==> src/inc/rpm_regs.svh <==
`ifndef RPM_REGS_SVH
`define RPM_REGS_SVH
// Function
// RL1: brownout resets core, or interrupts if configured
// RL2: software switches brownout detection on and off
// RL3: brownout condition follows the supply comparator
// RL4: power-up sets power-on flag until cleared
// RL5: idle halts core; interrupt or reset ends it
// RL6: power-down stops oscillator; reset or wake irq exits
// RL7: brownout, watchdog, comparators, timer run in power-down
// RL8: rc oscillator off unless sysclk and timer enabled
// RL9: total power-down also kills brownout and comparators
// RL10: pin enable selects reset input or digital input
// RL11: power-up forces pin reset; nothing else overrides
// RL12: six reset sources are accepted
// RL13: one flag per source; writing zero clears
// RL14: power-on sets power-on and brownout, clears rest
// RL15: other resets set own flag, keep others
// RL16: fetch from zero or boot vector page
// RL17: boot address after break, boot bit, forced isp
// RL18: low supply systems leave brownout config unprogrammed
// RL19: wake via reset after lowering to retention supply
// RL20: do not hold reset pin low at power-on
// RL21: enabled external interrupt wakes from idle, power-down
// RL22: wake restarts oscillator, waits until stable

// ----------------------------------------------------------
// timing
// ----------------------------------------------------------
`define RPM_CLK_NS 40
`define RPM_OSC_STAB_NS 2000
`define RPM_RST_HOLD_NS 1000
`define RPM_OSC_CYC \
  ((`RPM_OSC_STAB_NS + `RPM_CLK_NS - 1) / `RPM_CLK_NS)
`define RPM_HOLD_CYC \
  ((`RPM_RST_HOLD_NS + `RPM_CLK_NS - 1) / `RPM_CLK_NS)

// ----------------------------------------------------------
// register map (byte offsets)
// ----------------------------------------------------------
`define RPM_OFF_RSRC 4'h0
`define RPM_OFF_CTRL 4'h4
`define RPM_OFF_STAT 4'h8

// reset source flag bits
`define RPM_NFLAG 6
`define RPM_F_POF 0
`define RPM_F_BOF 1
`define RPM_F_EXT 2
`define RPM_F_WDT 3
`define RPM_F_SWR 4
`define RPM_F_BRK 5
`define RPM_FLAGS_POR 6'h03

// control bits
`define RPM_C_BOE 0
`define RPM_C_BOI 1
`define RPM_C_SWR 2
`define RPM_C_MODE 3
`define RPM_C_RCSEL 5
`define RPM_C_RTCEN 6
`define RPM_C_CMPOFF 7
`define RPM_CTRL_RST 8'h01
`define RPM_CTRL_MASK 8'hE3

// status fields
`define RPM_S_MODE 0
`define RPM_S_BOD 3
`define RPM_S_OSC 4
`define RPM_S_PIN 5
`define RPM_S_VEC 8

`define RPM_BOOT_LO 8'h00
`define RPM_VEC_ZERO 16'h0000
`endif

==> src/inc/rpm_pkg.sv <==
package rpm_pkg;
  `include "rpm_regs.svh"

  typedef logic [15:0] rpm_vec_type;

  typedef enum logic [2:0] {
    RPM_RUN = 3'b000,
    RPM_IDLE = 3'b001,
    RPM_PDN = 3'b010,
    RPM_TPD = 3'b011,
    RPM_WAKE = 3'b100
  } rpm_mode_type;

  typedef struct packed {
    rpm_mode_type mode;
    logic [`RPM_NFLAG-1:0] flags;
    logic [7:0] ctrl;
    logic swr;
    logic ack;
    logic [31:0] dat;
    rpm_vec_type vec;
    logic in_rst;
    logic cur_brk;
    logic cur_por;
  } rpm_state_type;
endpackage : rpm_pkg

==> src/inc/rpm_cnt_if.sv <==
`timescale 1ns/1ns
interface rpm_cnt_if;
  logic start;
  logic busy;
  modport ctl (output start, input busy);
  modport cnt (input start, output busy);
endinterface : rpm_cnt_if

==> src/logic/rpm_sync.sv <==
`timescale 1ns/1ns
module rpm_sync #(
  parameter int W = 3,
  parameter logic [W-1:0] INIT = '0
) (
  input logic clk_i,
  input logic rst_i,
  input logic [W-1:0] d_i,
  output logic [W-1:0] q_o
);
  import rpm_pkg::*;

  typedef struct packed {
    logic [W-1:0] s1;
    logic [W-1:0] s2;
  } rpm_sync_st_type;

  rpm_sync_st_type r;
  rpm_sync_st_type next_r;

  // two stages; only s2 leaves the module
  always_comb
  begin
    next_r.s1 = d_i;
    next_r.s2 = r.s1;
  end

  always_ff @(posedge clk_i)
  begin
    if (rst_i)
      r <= {INIT, INIT};
    else
      r <= next_r;
  end

  assign q_o = r.s2;
endmodule : rpm_sync

==> src/logic/rpm_delay.sv <==
`timescale 1ns/1ns
module rpm_delay #(
  parameter int CYC = 50
) (
  input logic clk_i,
  input logic rst_i,
  rpm_cnt_if.cnt ci
);
  import rpm_pkg::*;

  localparam int W = $clog2(CYC + 1);
  localparam logic [W-1:0] LOAD = W'(CYC);

  typedef struct packed {
    logic [W-1:0] cnt;
  } rpm_dly_st_type;

  rpm_dly_st_type r;
  rpm_dly_st_type next_r;

  // start reloads, so a held start keeps it busy
  always_comb
  begin
    next_r = r;
    if (ci.start)
      next_r.cnt = LOAD;
    else if (r.cnt != '0)
      next_r.cnt = r.cnt - W'(1);
  end

  always_ff @(posedge clk_i)
  begin
    if (rst_i)
      r <= '0;
    else
      r <= next_r;
  end

  assign ci.busy = (r.cnt != '0);
endmodule : rpm_delay

==> src/logic/rpm_top.sv <==
// Added by the designer: register access over Wishbone and the register addresses.
`timescale 1ns/1ns
module rpm_top (
  input logic clk_i,
  input logic rst_i,
  input logic wb_cyc_i,
  input logic wb_stb_i,
  input logic wb_we_i,
  input logic [3:0] wb_adr_i,
  input logic [3:0] wb_sel_i,
  input logic [31:0] wb_dat_i,
  output logic [31:0] wb_dat_o,
  output logic wb_ack_o,
  input logic por_det_i,
  input logic bod_below_i,
  input logic shared_port_pin_i,
  input logic wdt_rst_i,
  input logic uart_break_i,
  input logic reset_pin_enable_i,
  input logic brownout_enable_config_i,
  input logic [7:0] boot_status_byte_i,
  input logic [7:0] boot_vector_i,
  input logic isp_force_i,
  input logic irq_pending_i,
  input logic wake_irq_i,
  output logic core_rst_o,
  output rpm_pkg::rpm_vec_type reset_vector_o,
  output logic bod_irq_o,
  output logic core_halt_o,
  output logic osc_en_o,
  output logic periph_run_o,
  output logic rc_osc_en_o,
  output logic bod_power_o,
  output logic cmp_power_o,
  output logic wdt_run_o,
  output logic rtc_run_o,
  output logic port_pin_o
);
  import rpm_pkg::*;

  // ----------------------------------------------------------
  // helpers
  // ----------------------------------------------------------
  // word decode, low two address bits ignored
  function automatic logic hit(
    input logic [3:0] adr,
    input logic [3:0] off
  );
    hit = (adr[3:2] == off[3:2]);
  endfunction : hit

  rpm_state_type r;
  rpm_state_type next_r;

  // ----------------------------------------------------------
  // pin and detector synchronisers
  // ----------------------------------------------------------
  logic [2:0] raw_in;
  logic [2:0] syn;
  logic por_s;
  logic bod_s;
  logic pin_s;

  assign raw_in = {shared_port_pin_i, bod_below_i, por_det_i};

  // pin idles high so reset does not fake a pin reset
  rpm_sync #(
    .W(3),
    .INIT(3'h4)
  ) u_sync (
    .clk_i(clk_i),
    .rst_i(rst_i),
    .d_i(raw_in),
    .q_o(syn)
  );

  assign por_s = syn[0];
  assign bod_s = syn[1];
  assign pin_s = syn[2];

  // ----------------------------------------------------------
  // reset stretch and oscillator settle counters
  // ----------------------------------------------------------
  rpm_cnt_if hold_if ();
  rpm_cnt_if osc_if ();

  rpm_delay #(
    .CYC(`RPM_HOLD_CYC)
  ) u_hold (
    .clk_i(clk_i),
    .rst_i(rst_i),
    .ci(hold_if.cnt)
  );

  rpm_delay #(
    .CYC(`RPM_OSC_CYC)
  ) u_osc (
    .clk_i(clk_i),
    .rst_i(rst_i),
    .ci(osc_if.cnt)
  );

  // ----------------------------------------------------------
  // brownout
  // ----------------------------------------------------------
  logic bod_en;
  logic bod_act;
  logic bod_rst;
  logic in_tpd;

  assign in_tpd = (r.mode == RPM_TPD);
  // software enable gated by the fused configuration
  assign bod_en = r.ctrl[`RPM_C_BOE] & brownout_enable_config_i;
  // condition tracks the comparator level [RL3]
  assign bod_act = bod_s & bod_en & ~in_tpd; // [RL2] [RL9]
  // reset by default, interrupt request when selected [RL1]
  assign bod_rst = bod_act & ~r.ctrl[`RPM_C_BOI];
  assign bod_irq_o = bod_act & r.ctrl[`RPM_C_BOI];

  // ----------------------------------------------------------
  // reset sources
  // ----------------------------------------------------------
  logic powerup;
  logic ext_req;
  logic [`RPM_NFLAG-1:0] src;
  logic rst_any;
  logic core_rst;

  // power-up window lasts through the stretch of a por
  assign powerup = por_s | (r.cur_por & r.in_rst);
  // pin reset only if enabled, or while powering up [RL10] [RL11]
  assign ext_req = ~pin_s & (reset_pin_enable_i | powerup);

  // one bit per accepted source [RL12]
  always_comb
  begin
    src = '0;
    src[`RPM_F_POF] = por_s;
    src[`RPM_F_BOF] = bod_rst;
    src[`RPM_F_EXT] = ext_req;
    src[`RPM_F_WDT] = wdt_rst_i;
    src[`RPM_F_SWR] = r.swr;
    src[`RPM_F_BRK] = uart_break_i;
  end

  assign rst_any = |src;
  assign hold_if.start = rst_any;
  // stretched so short pulses still give a full reset
  assign core_rst = rst_i | rst_any | hold_if.busy;
  assign core_rst_o = core_rst;

  // ----------------------------------------------------------
  // register bus
  // ----------------------------------------------------------
  logic req;
  logic wr;
  logic [31:0] rd_word;
  logic [`RPM_NFLAG-1:0] clr;
  logic [1:0] mode_req;

  assign req = wb_cyc_i & wb_stb_i;
  // writes land on the edge where ack is sampled
  assign wr = req & wb_we_i & r.ack & wb_sel_i[0];

  // read mux; unmapped words read zero
  always_comb
  begin
    rd_word = '0;
    if (hit(wb_adr_i, `RPM_OFF_RSRC))
      rd_word[`RPM_NFLAG-1:0] = r.flags;
    else if (hit(wb_adr_i, `RPM_OFF_CTRL))
      rd_word[7:0] = r.ctrl;
    else if (hit(wb_adr_i, `RPM_OFF_STAT))
    begin
      rd_word[`RPM_S_MODE +: 3] = r.mode;
      rd_word[`RPM_S_BOD] = bod_s;
      rd_word[`RPM_S_OSC] = osc_en_o;
      rd_word[`RPM_S_PIN] = port_pin_o;
      rd_word[`RPM_S_VEC +: 16] = r.vec;
    end
  end

  // writing zero clears a flag, ones leave it alone [RL13]
  assign clr = (wr && hit(wb_adr_i, `RPM_OFF_RSRC)) ?
    ~wb_dat_i[`RPM_NFLAG-1:0] : '0;
  assign mode_req = (wr && hit(wb_adr_i, `RPM_OFF_CTRL)) ?
    wb_dat_i[`RPM_C_MODE +: 2] : 2'h0;

  // ----------------------------------------------------------
  // next state
  // ----------------------------------------------------------
  logic boot_sel;

  always_comb
  begin
    next_r = r;
    boot_sel = 1'b0;
    // one wait state, ack drops the cycle after
    next_r.ack = req & ~r.ack;
    if (req && !r.ack)
      next_r.dat = rd_word;
    // software reset is a one-cycle request
    next_r.swr = 1'b0;
    if (wr && hit(wb_adr_i, `RPM_OFF_CTRL))
    begin
      next_r.ctrl = wb_dat_i[7:0] & `RPM_CTRL_MASK;
      next_r.swr = wb_dat_i[`RPM_C_SWR];
    end

    // flags: por wipes, otherwise set beats clear
    if (por_s)
      next_r.flags = `RPM_FLAGS_POR; // [RL4] [RL14]
    else
      next_r.flags = (r.flags & ~clr) | src; // [RL15]

    // remember what started this reset episode
    next_r.in_rst = core_rst;
    if (rst_any && !r.in_rst)
    begin
      next_r.cur_brk = src[`RPM_F_BRK];
      next_r.cur_por = src[`RPM_F_POF];
    end
    else if (rst_any)
    begin
      next_r.cur_brk = r.cur_brk | src[`RPM_F_BRK];
      next_r.cur_por = r.cur_por | src[`RPM_F_POF];
    end

    // vector tracks during reset, frozen at release [RL17]
    boot_sel = next_r.cur_brk | boot_status_byte_i[0] |
      (next_r.cur_por & isp_force_i);
    if (core_rst)
      next_r.vec = boot_sel ?
        {boot_vector_i, `RPM_BOOT_LO} : `RPM_VEC_ZERO; // [RL16]

    // power mode sequencing
    unique case (r.mode)
      RPM_RUN:
      begin
        if (mode_req != 2'h0)
          next_r.mode = rpm_mode_type'({1'b0, mode_req});
      end
      RPM_IDLE:
      begin
        if (irq_pending_i)
          next_r.mode = RPM_RUN; // [RL5] [RL21]
      end
      RPM_PDN, RPM_TPD:
      begin
        if (wake_irq_i)
          next_r.mode = RPM_WAKE; // [RL6] [RL21]
      end
      RPM_WAKE:
      begin
        if (!osc_if.busy)
          next_r.mode = RPM_RUN; // [RL22]
      end
      default:
        next_r.mode = RPM_RUN;
    endcase
    // any reset ends every low-power mode [RL5] [RL6]
    if (core_rst)
      next_r.mode = RPM_RUN;
  end

  // oscillator settle timer kicked on wake request [RL22]
  assign osc_if.start = ((r.mode == RPM_PDN) || in_tpd) &
    wake_irq_i & ~core_rst;

  always_ff @(posedge clk_i)
  begin
    if (rst_i)
    begin
      r <= '0;
      r.mode <= RPM_RUN;
      r.flags <= `RPM_FLAGS_POR;
      r.ctrl <= `RPM_CTRL_RST;
      r.in_rst <= 1'b1;
      r.cur_por <= 1'b1;
    end
    else
      r <= next_r;
  end

  // ----------------------------------------------------------
  // outputs
  // ----------------------------------------------------------
  logic pdn_any;

  assign pdn_any = (r.mode == RPM_PDN) || in_tpd;
  assign wb_ack_o = r.ack;
  assign wb_dat_o = r.dat;
  assign reset_vector_o = r.vec;
  assign core_halt_o = (r.mode != RPM_RUN); // [RL5]
  assign osc_en_o = ~pdn_any; // [RL6]
  // peripherals stop only with the oscillator
  assign periph_run_o = ~pdn_any; // [RL5]
  // rc oscillator survives power-down only as timer clock [RL8]
  assign rc_osc_en_o = r.ctrl[`RPM_C_RCSEL] &
    (~pdn_any | r.ctrl[`RPM_C_RTCEN]);
  assign bod_power_o = bod_en & ~in_tpd; // [RL7] [RL9]
  assign cmp_power_o = ~r.ctrl[`RPM_C_CMPOFF] & ~in_tpd;
  // watchdog has its own oscillator, never gated here [RL7]
  assign wdt_run_o = 1'b1;
  assign rtc_run_o = r.ctrl[`RPM_C_RTCEN]; // [RL7]
  // reads high while the pin serves as reset input [RL10]
  assign port_pin_o = reset_pin_enable_i | pin_s;

  // ----------------------------------------------------------
  // assertions
  // ----------------------------------------------------------
  localparam int WAKE_MAX = `RPM_OSC_CYC + 2;
endmodule : rpm_top

==> config.mk <==
export PLATFORM = sky130hd
export DESIGN_NAME = rpm_top
export DESIGN_NICKNAME = d
export VERILOG_FILES = /design/src/inc/rpm_pkg.sv /design/src/inc/rpm_cnt_if.sv /design/src/logic/rpm_sync.sv /design/src/logic/rpm_delay.sv /design/src/logic/rpm_top.sv
export VERILOG_INCLUDE_DIRS = /design/src /design/src/inc
export SDC_FILE = /design/constraint.sdc
export NUM_CORES = 1
export LEC_CHECK = 0
export BUFFER_PORTS_ARGS = -buffer_cell sky130_fd_sc_hd__buf_2
export CORE_MARGIN = 10
export CORE_UTILIZATION = 50
export DETAILED_ROUTE_END_ITERATION = 6
export PLACE_DENSITY_LB_ADDON = 0.05
export REMOVE_ABC_BUFFERS = 1
export SETUP_SLACK_MARGIN = 0.5
export SLEW_MARGIN = 10
export SYNTH_ARGS = -nofsm -noshare
export SYNTH_HDL_FRONTEND = slang
export SYNTH_SLANG_ARGS = --single-unit
==> constraint.sdc <==
create_clock -name clk_i -period 5.3 [get_ports clk_i]
set_input_delay 0 -clock clk_i [delete_from_list [all_inputs] [get_ports clk_i]]
set_output_delay 0 -clock clk_i [all_outputs]
set_load 0.01 [all_outputs]
## After elaboration in Yosys (flattened, before gate mapping)

Cells that the tools add are included.

- Eq/ne operators: 10
- Reduce and logical (&&, ||, !) cells: 23
- Add/sub/neg operators: 2
- Mux-type cells: 21
- Bitwise operators: 40

Operators with widths:

| cell | count |
|---|---|
| 16-bit 2-to-1 mux | 3 |
| 6-bit 2-to-1 mux | 6 |
| 1-bit bitwise AND | 18 |
| 18-bit 2-to-1 mux | 1 |
| 3-bit 2-to-1 mux | 4 |
| 6-bit NOT | 2 |
| 3-bit case mux with 4 select lines | 1 |
| 5-bit 2-to-1 mux | 2 |
| 1-bit OR | 10 |
| 2-bit OR reduction | 5 |
| 2-bit 2-to-1 mux | 4 |
| 2-bit != test (second input constant) | 4 |
| 1-bit NOT | 8 |
| 7-bit OR reduction | 1 |
| 6-bit bitwise AND | 1 |
| 3-bit by 2-bit equality test with 1-bit output (second input constant) | 2 |
| 6-bit OR | 1 |
| 2-bit nonzero test | 3 |
| 6-bit nonzero test | 1 |
| 6-bit OR reduction | 1 |
| 6-bit by 1-bit subtractor with 6-bit output (second input constant) | 1 |
| 5-bit nonzero test | 1 |
| 5-bit by 1-bit subtractor with 5-bit output (second input constant) | 1 |
| 1-bit logical AND | 4 |
| other kinds (10) | 11 |

- Output and inout bits: 60
- Bits in registers: 76

## Depth between registers and ports, before layout

Gate-level depths: netlist (run 1).

- Word-level depth: 10
- Mapped depth: 8
- Gate-level depth less buffers: 7

## Modules after synthesis

A second synthesis (run 1) with hierarchy kept.

- Cell total of the unflattened synthesis: 326
- Area total of the unflattened synthesis: 3001.6 um^2

Modules (own cells, without submodules):

| module | area each (um^2) | cells an instance | instances |
|---|---|---|---|
| rpm_top | 2290.9 | 255 | 1 |
| rpm_delay at u_osc | 317.8 | 33 | 1 |
| rpm_delay at u_hold | 235.2 | 26 | 1 |
| rpm_sync | 157.7 | 12 | 1 |

## Worst setup path after synthesis (run 1)

OpenSTA, ideal clock, no wires.

- Kind: register to register
- Start point: register u_hold.r[0] (netlist bit)
- End point: register u_osc.r[2] (netlist bit)
- Arrival time: 1819 ps
- Clock period less this slack: 1937 ps
- Data required time: 5183 ps
- Path slack: 3363 ps
- Stages on the path, launching flop included: 7
- Path buffers: 0
- Path through: dfxtp_1 -> inv_1 -> ha_1 -> or4b_4 -> a211oi_4 -> nand4_1 -> and4_2

- Cells in the longest elaborated chain, start to end: 5

Ends and longest elaborated chain:

| what | RTL line | source |
|---|---|---|
| from (decl) | rpm_delay.sv:18 | `rpm_dly_st_type r;` |
| from (signal assigned) | rpm_delay.sv:36 | `r <= next_r;` |
| 5-bit nonzero test | rpm_delay.sv:39 | `assign ci.busy = (r.cnt != '0);` |
| 1-bit OR | rpm_top.sv:149 | `assign core_rst = rst_i \| rst_any \| hold_if.busy;` |
| 1-bit NOT | rpm_top.sv:268 | `wake_irq_i & ~core_rst;` |
| 1-bit bitwise AND | rpm_top.sv:268 |  |
| 2-bit OR reduction (no line) | - |  |
| to (signal assigned) | rpm_delay.sv:36 |  |
| to (decl) | rpm_delay.sv:18 |  |

Every way passes these cells.
A chain may end at the register's enable or synchronous reset.

## Worst setup path after layout (run 1)

- Start point: register u_hold.r[0] (netlist bit)
- End point: register r[67] (netlist bit)

- Cells in the longest elaborated chain, start to end: 3

Ends and longest elaborated chain:

| what | RTL line | source |
|---|---|---|
| 5-bit nonzero test | rpm_delay.sv:39 |  |
| 1-bit OR | rpm_top.sv:149 |  |
| 2-bit OR reduction (no line) | - |  |
| to (signal assigned) | rpm_top.sv:282 | `r <= next_r;` |
| to (decl) | rpm_top.sv:52 | `rpm_state_type r;` |

Every way passes these cells.

==> run metrics, run 1 <==
status finished, final reports clean; Max Clock Skew between 0.008 and 0.009 ns; First DRT Iteration DRCs 104; EDFF count, synth 0; Max Transition Viols Final 0; Nets 464; synthesized netlist cell count 325; Area Growth Syn to Fin 18.1%; layout cells sized above 1 24.5%; drt total wl 7.04 mm; asr flop ratio synth 0%; WP data required 5.58 ns; Seq/Total Area, Yosys 42.2%; Post-Syn Area 0.00285 sq mm; CP bufs+invs 3; Layout fillers 487; DR DRC count 0; syn_area_per_cell 8.76 sq um; R2R Setup Slk 2.46 ns; Worst EP arrival 3.11 ns; Fmax roughly 350 MHz; Tcrit/Tclk final 53.5%; gr ovfl total 0; Fin. Hold Viols 0; Via Count ~2.3k; DR vias/cell 4.97; worst setup slack after layout between 2 and 2.5 ns; r2r endpoint r[67]$_SDFFE_PP0P_; footprint of the multi-input gates 0.00123 sq mm; CTS tree yes; CTS Buffer Depth 2; commonest non-fill, non-tap cells in the layout 69 x buf_2, 60 x dfxtp_1, 26 x a21oi_1, 25 x nor2_1, 25 x conb_1; initial core utilization 51.7%; Critical Path Start Type flip-flop; GR Util All Layers 15.6%; first-pass GRT wire length 11.3 mm; Setup violations, final 0; pre-CTS setup slack 2.99 ns; gpl congestion 0.783; minimum clock period 2.84 ns; Worst-path clk slew 0.07 ns; H-tree depth 3; clk_lat worst skew 0.33 ns; Max-slew headroom around 44%; Finished Cell Area 0.00336 sq mm; Synth Register Bits 60; antenna fix cells 0; Root Buffer clkbuf_8; pin count of the biggest net entering global routing 43; reg2reg start u_hold.r[0]$_SDFFE_PP0P_; Crit-path slowest cell dlygate4sd3_1; WHS Path Cells 3; core area 0.00551 sq mm; CP top delay family simple AND/OR/NAND/NOR gates; routed len/inst 15.0 um; Worst path depth 8; RSZ-0062 raised after global routing no; Setup crit end kind flip-flop; R2R depth 8; Reg area 0.00120 sq mm; worst vdd ir 0.201 mV; Antenna Nets Post-Route 0; Hold Crit Class in2reg; Synth cell types 49; crit-path cells inv_1 > ha_1 > or4b_4 > a211oi_4 > and2_1 > inv_2 > a21oi_2 > dlygate4sd3_1; LEAKAGE 1.53 nW; critical path startpoint u_hold.r[0]$_SDFFE_PP0P_; crit path kind reg2reg; number of top-level pins 131; CP max stage delay between 0.5 and 0.6 ns; Max Cap Violations 0; die area 0.00911 sq mm; setup TNS 0 ns; DP HPWL between 5 and 6 mm; die width 95.5 um; synthesis warning total 0; Primary FF master, synth dfxtp_1; most common cell after layout, fill and taps aside buf_2; die height 95.5 um; initial antenna violation count 0; Power per Cell Area 322 mW/mm^2; row count 27; vias in the first global route 2,364; number of buffers added on ports 69; total CTS buffers 9; crit path capture r[67]$_SDFFE_PP0P_; Post-DP Area a little under 0.003 sq mm; WHS 0.0468 ns; DRT Pass-1 Iters 4; Worst-Margin Slew 0.845 ns; critical-path maximum fanout 10; clk sinks 60
[metal layers]
metal	GRT usage, %	routed length [um]
met1	20.3	3350
met2	23.6	3210
met3	5.26	395
met4	5.16	82
met5	0	0
[per-stage QoR]
| stage | total power [mW] | util, % | instances |
|---|---|---|---|
| global placement | 0.699 | 53.6 | 429 |
| global route | 1.15 | 61.1 | 468 |
| finish | 1.08 | 61.1 | 468 |
| floorplan | 0.648 | - | 287 |
| detailed placement | 0.704 | 53.6 | 429 |
| CTS | 1.10 | 61.1 | 468 |
[worst min path at each step]
stage | startpoint | endpoint | slack [ns]
floorplan | rst_i | r[54]$_SDFFE_PP0N_ | 0.07
detailed placement | shared_port_pin_i | u_sync.next_r[2]$_SDFF_PP1_ | 0.18
CTS | wb_dat_i[3] | r[64]$_SDFF_PP0_ | 0.04
global placement | shared_port_pin_i | u_sync.next_r[2]$_SDFF_PP1_ | 0.18
global route | wb_dat_i[3] | r[64]$_SDFF_PP0_ | 0.09
finish | wb_dat_i[3] | r[64]$_SDFF_PP0_ | 0.05
[power breakdown]
| part | switching, mW | internal [mW] | leakage (nW) |
|---|---|---|---|
| logic | 0.101 | 0.101 | 0.941 |
| clock network | 0.169 | 0.208 | 0.0937 |
| registers | 0.0216 | 0.484 | 0.491 |
| total | 0.291 | 0.792 | 1.53 |
[area by class of cell]
cell class,count,area share (%)
clock buffers,15,5.25
well taps,72,2.68
flip-flops and latches,60,35.7
inverters,21,2.34
clock inverters,1,0.149
multi-input cells,206,36.5
repair buffers,93,17.3
[Yosys cell counts, types with 2 or more instances]
cell | instances | share of area, %
a2111oi_0 | 2 | 0.62
a211oi_1 | 6 | 1.6
a21oi_1 | 26 | 4.6
a22o_1 | 8 | 2.5
and2_1 | 2 | 0.44
and3_1 | 4 | 0.88
and4_2 | 2 | 0.70
buf_4 | 50 | 13
clkbuf_1 | 8 | 1.1
conb_1 | 2 | 0.26
dfxtp_1 | 60 | 42
ha_1 | 2 | 0.88
inv_1 | 20 | 2.6
mux2i_1 | 7 | 2.5
nand2_1 | 19 | 2.5
nand3_1 | 13 | 2.3
nand3b_1 | 3 | 0.79
nand4_1 | 3 | 0.66
nor2_1 | 25 | 3.3
nor2b_1 | 6 | 1.3
nor3_1 | 5 | 0.88
nor4_1 | 2 | 0.44
o21a_1 | 2 | 0.53
o21ai_0 | 8 | 1.4
o41ai_1 | 8 | 2.5
or2_2 | 5 | 1.1
or3_1 | 2 | 0.44
xnor2_1 | 3 | 0.92
xor2_1 | 2 | 0.62
[tightest hold or removal path: stages]
cell and delay [ns]:
buf_2 0.11, o21ai_0 0.09, a21oi_1 0.14
[state kept, by name, indices dropped and copies added (netlist names)]
name            count
r                  17
reset_vector_o      8
rtc_run_o           1
u_hold.r            5
u_osc.r             6
u_sync.next_r       3
u_sync.q_o          3
wb_ack_o            1
wb_dat_o           16
[kinds of logic (layout without fill, tap and decap cells)]
group	count (synthesis)	in the layout	synth area share, %
buffers and inverters	82	130	17.7
flip-flops	60	60	42.2
AO/OA/AOI/OAI	66	66	15.8
multiplexers	8	8	2.86
XOR/XNOR	5	5	1.54
adder cells (fa/ha/maj)	2	2	0.879
AND/OR/NAND/NOR	100	100	18.8
other	2	25	0.264
[repair_timing]
item	4_1_cts	5_1_grt
resized for setup	0	0
buffers inserted	0	0
hold endpoints to repair	25	0
hold buffers	23	0
setup endpoints to repair	0	0
(Power assumes the default switching activity.)
==> inputs of run 2 (changes only) <==
CORE_UTILIZATION = 47   (was 50)
clock period = 2.9 ns   (was 5.3 ns; I/O delays follow)
==> run metrics, run 2 (synthesis gave the netlist of run 1 again) <==
worst setup slack after layout 0.686 ns (was 2.46 ns); Max Cap Violations 0 (unchanged); Tcrit/Tclk final 76.3%; antenna fix cells 0 (unchanged); Worst-path clk slew 0.07 ns (about the same); Max Clock Skew 0.00947 ns (was 0.00866 ns); commonest non-fill, non-tap cells in the layout 69 x buf_2, 60 x dfxtp_1, 26 x a21oi_1, 25 x nor2_1, 25 x conb_1 (unchanged); CTS Buffer Depth 2 (unchanged); gpl congestion 0.812 (was 0.783); number of buffers added on ports 69 (unchanged); Layout fillers 555 (was 487); layout cells sized above 1 25.9% (was 24.5%); LEAKAGE 1.54 nW (was 1.53 nW); Post-DP Area 0.00298 sq mm (was 0.00295 sq mm); die area 0.00957 sq mm (was 0.00911 sq mm); Setup crit end kind output pin (was flip-flop); critical path startpoint u_hold.r[0]$_SDFFE_PP0P_ (unchanged); initial core utilization 48.4% (was 51.7%); Fin. Hold Viols 0 (unchanged); critical-path maximum fanout 10 (unchanged); Setup violations, final 0 (unchanged); pre-CTS setup slack 0.837 ns (was 2.99 ns); overall power consumption 2.07 mW (was 1.08 mW); vias in the first global route 2,461 (was 2,364); Finished Cell Area 0.00340 sq mm (was 0.00336 sq mm); Nets 466 (was 464); die width 97.8 um (was 95.5 um); Area Growth Syn to Fin 19.5% (was 18.1%); Max-slew headroom 55.2% (was 43.5%); worst vdd ir 0.334 mV (was 0.201 mV); r2r endpoint u_osc.r[2]$_SDFFE_PP0P_ (was r[67]$_SDFFE_PP0P_); reg2reg start u_hold.r[0]$_SDFFE_PP0P_ (unchanged); status finished, final reports clean (unchanged); WHS Path Cells 4 (was 3); clk sinks 60 (unchanged); Root Buffer clkbuf_8 (unchanged); gr busiest metal met2 (unchanged); grt met3 use 4.30% (was 5.26%); R2R Setup Slk 0.79 ns (was 2.46 ns); grt met2 use 24.3% (was 23.6%); total CTS buffers 9 (unchanged); WHS 0.0119 ns (was 0.0468 ns); Antenna Nets Post-Route 0 (unchanged); max reg flops 17 (unchanged); Fmax 452 MHz; footprint of the multi-input gates 0.00123 sq mm (about the same); crit path kind reg2out (was reg2reg); number of top-level pins 131 (unchanged); DR DRC count 0 (unchanged); initial antenna violation count 0 (unchanged); Worst EP arrival 2.21 ns (was 3.11 ns); GRT met1 Usage 18.1% (was 20.3%); Critical Path Start Type flip-flop (unchanged); R2R depth 6 (was 8); core area 0.00589 sq mm (was 0.00551 sq mm); Reg area 0.00120 sq mm (unchanged); GR Util All Layers 15.0% (was 15.6%); minimum clock period roughly 2.2 ns; DRT Pass-1 Iters 4 (unchanged); crit path capture core_rst_o (was r[67]$_SDFFE_PP0P_); DP HPWL 5.31 mm (was 5.05 mm); row count 28 (was 27); Via Count 2,355 (was 2,327); H-tree depth 3 (unchanged); Largest Register r (unchanged); most common cell after layout, fill and taps aside buf_2 (unchanged); Power per Cell Area 608 mW/mm^2 (was 322 mW/mm^2); clk_lat worst skew 0.33 ns (about the same); routed len/inst 15.5 um (was 15.0 um); CTS tree yes (unchanged); pin count of the biggest net entering global routing 24 (was 43); setup TNS 0 ns (unchanged); RSZ-0062 raised after global routing no (unchanged); Hold Crit Class in2reg (unchanged); DR vias/cell 4.98 (was 4.97); Worst-Margin Slew 0.670 ns (was 0.845 ns); WP data required 2.90 ns (was 5.58 ns); drt total wl 7.32 mm (was 7.04 mm); First DRT Iteration DRCs 94 (was 104); die height 97.8 um (was 95.5 um); gr ovfl total 0 (unchanged); first-pass GRT wire length 12.1 mm (was 11.3 mm); Max Transition Viols Final 0 (unchanged)
[run 2: per-stage QoR]
step | cells | util, %
after detailed placement | 435 | 50.6
after CTS | 473 | 57.8
final | 473 | 57.8
after global routing | 473 | 57.8
after global placement | 435 | 50.6
after floorplan | 287 | -
[run 2: layer usage]
metal / wire, um / vias up
met3: 389 / 8
met4: 88 / 0
met5: 0 / -
met2: 3450 / 60
li1: - / 1192
met1: 3390 / 1095
[run 2: critical path, cell delays in order (launching register included)]
cell and delay (ns):
dfxtp_1 0.31, inv_1 0.10, ha_1 0.24, or4b_4 0.52, a211oi_4 0.21, and2_4 0.27, inv_2 0.09, buf_2 0.15
[run 2: how the worst min path moves through the flow]
stage,startpoint,to
after floorplan,rst_i,r[54]$_SDFFE_PP0N_
after global placement,shared_port_pin_i,u_sync.next_r[2]$_SDFF_PP1_
after detailed placement,shared_port_pin_i,u_sync.next_r[2]$_SDFF_PP1_
after CTS,irq_pending_i,r[67]$_SDFFE_PP0P_
after global routing,irq_pending_i,r[67]$_SDFFE_PP0P_
final,irq_pending_i,r[67]$_SDFFE_PP0P_
[run 2: layout make-up]
class	instances	area share, %
clock buffers	12	4.56
clock inverters	4	1.40
inverters	21	2.32
multi-input cells	206	36.2
flip-flops and latches	60	35.3
well taps	75	2.76
repair buffers	95	17.5
[run 2: timing repair]
action                     4_1_cts  5_1_grt
hold endpoints to repair        25        0
setup endpoints to repair        1        1
resized for setup                1        1
pin swaps                        0        0
buffers inserted                 0        0
hold buffers                    22        0
[run 2: power breakdown]
part	internal, mW	total [mW]	switching (mW)
registers	0.884	0.924	0.0402
logic	0.187	0.379	0.192
clock network	0.441	0.769	0.327
total	1.51	2.07	0.559
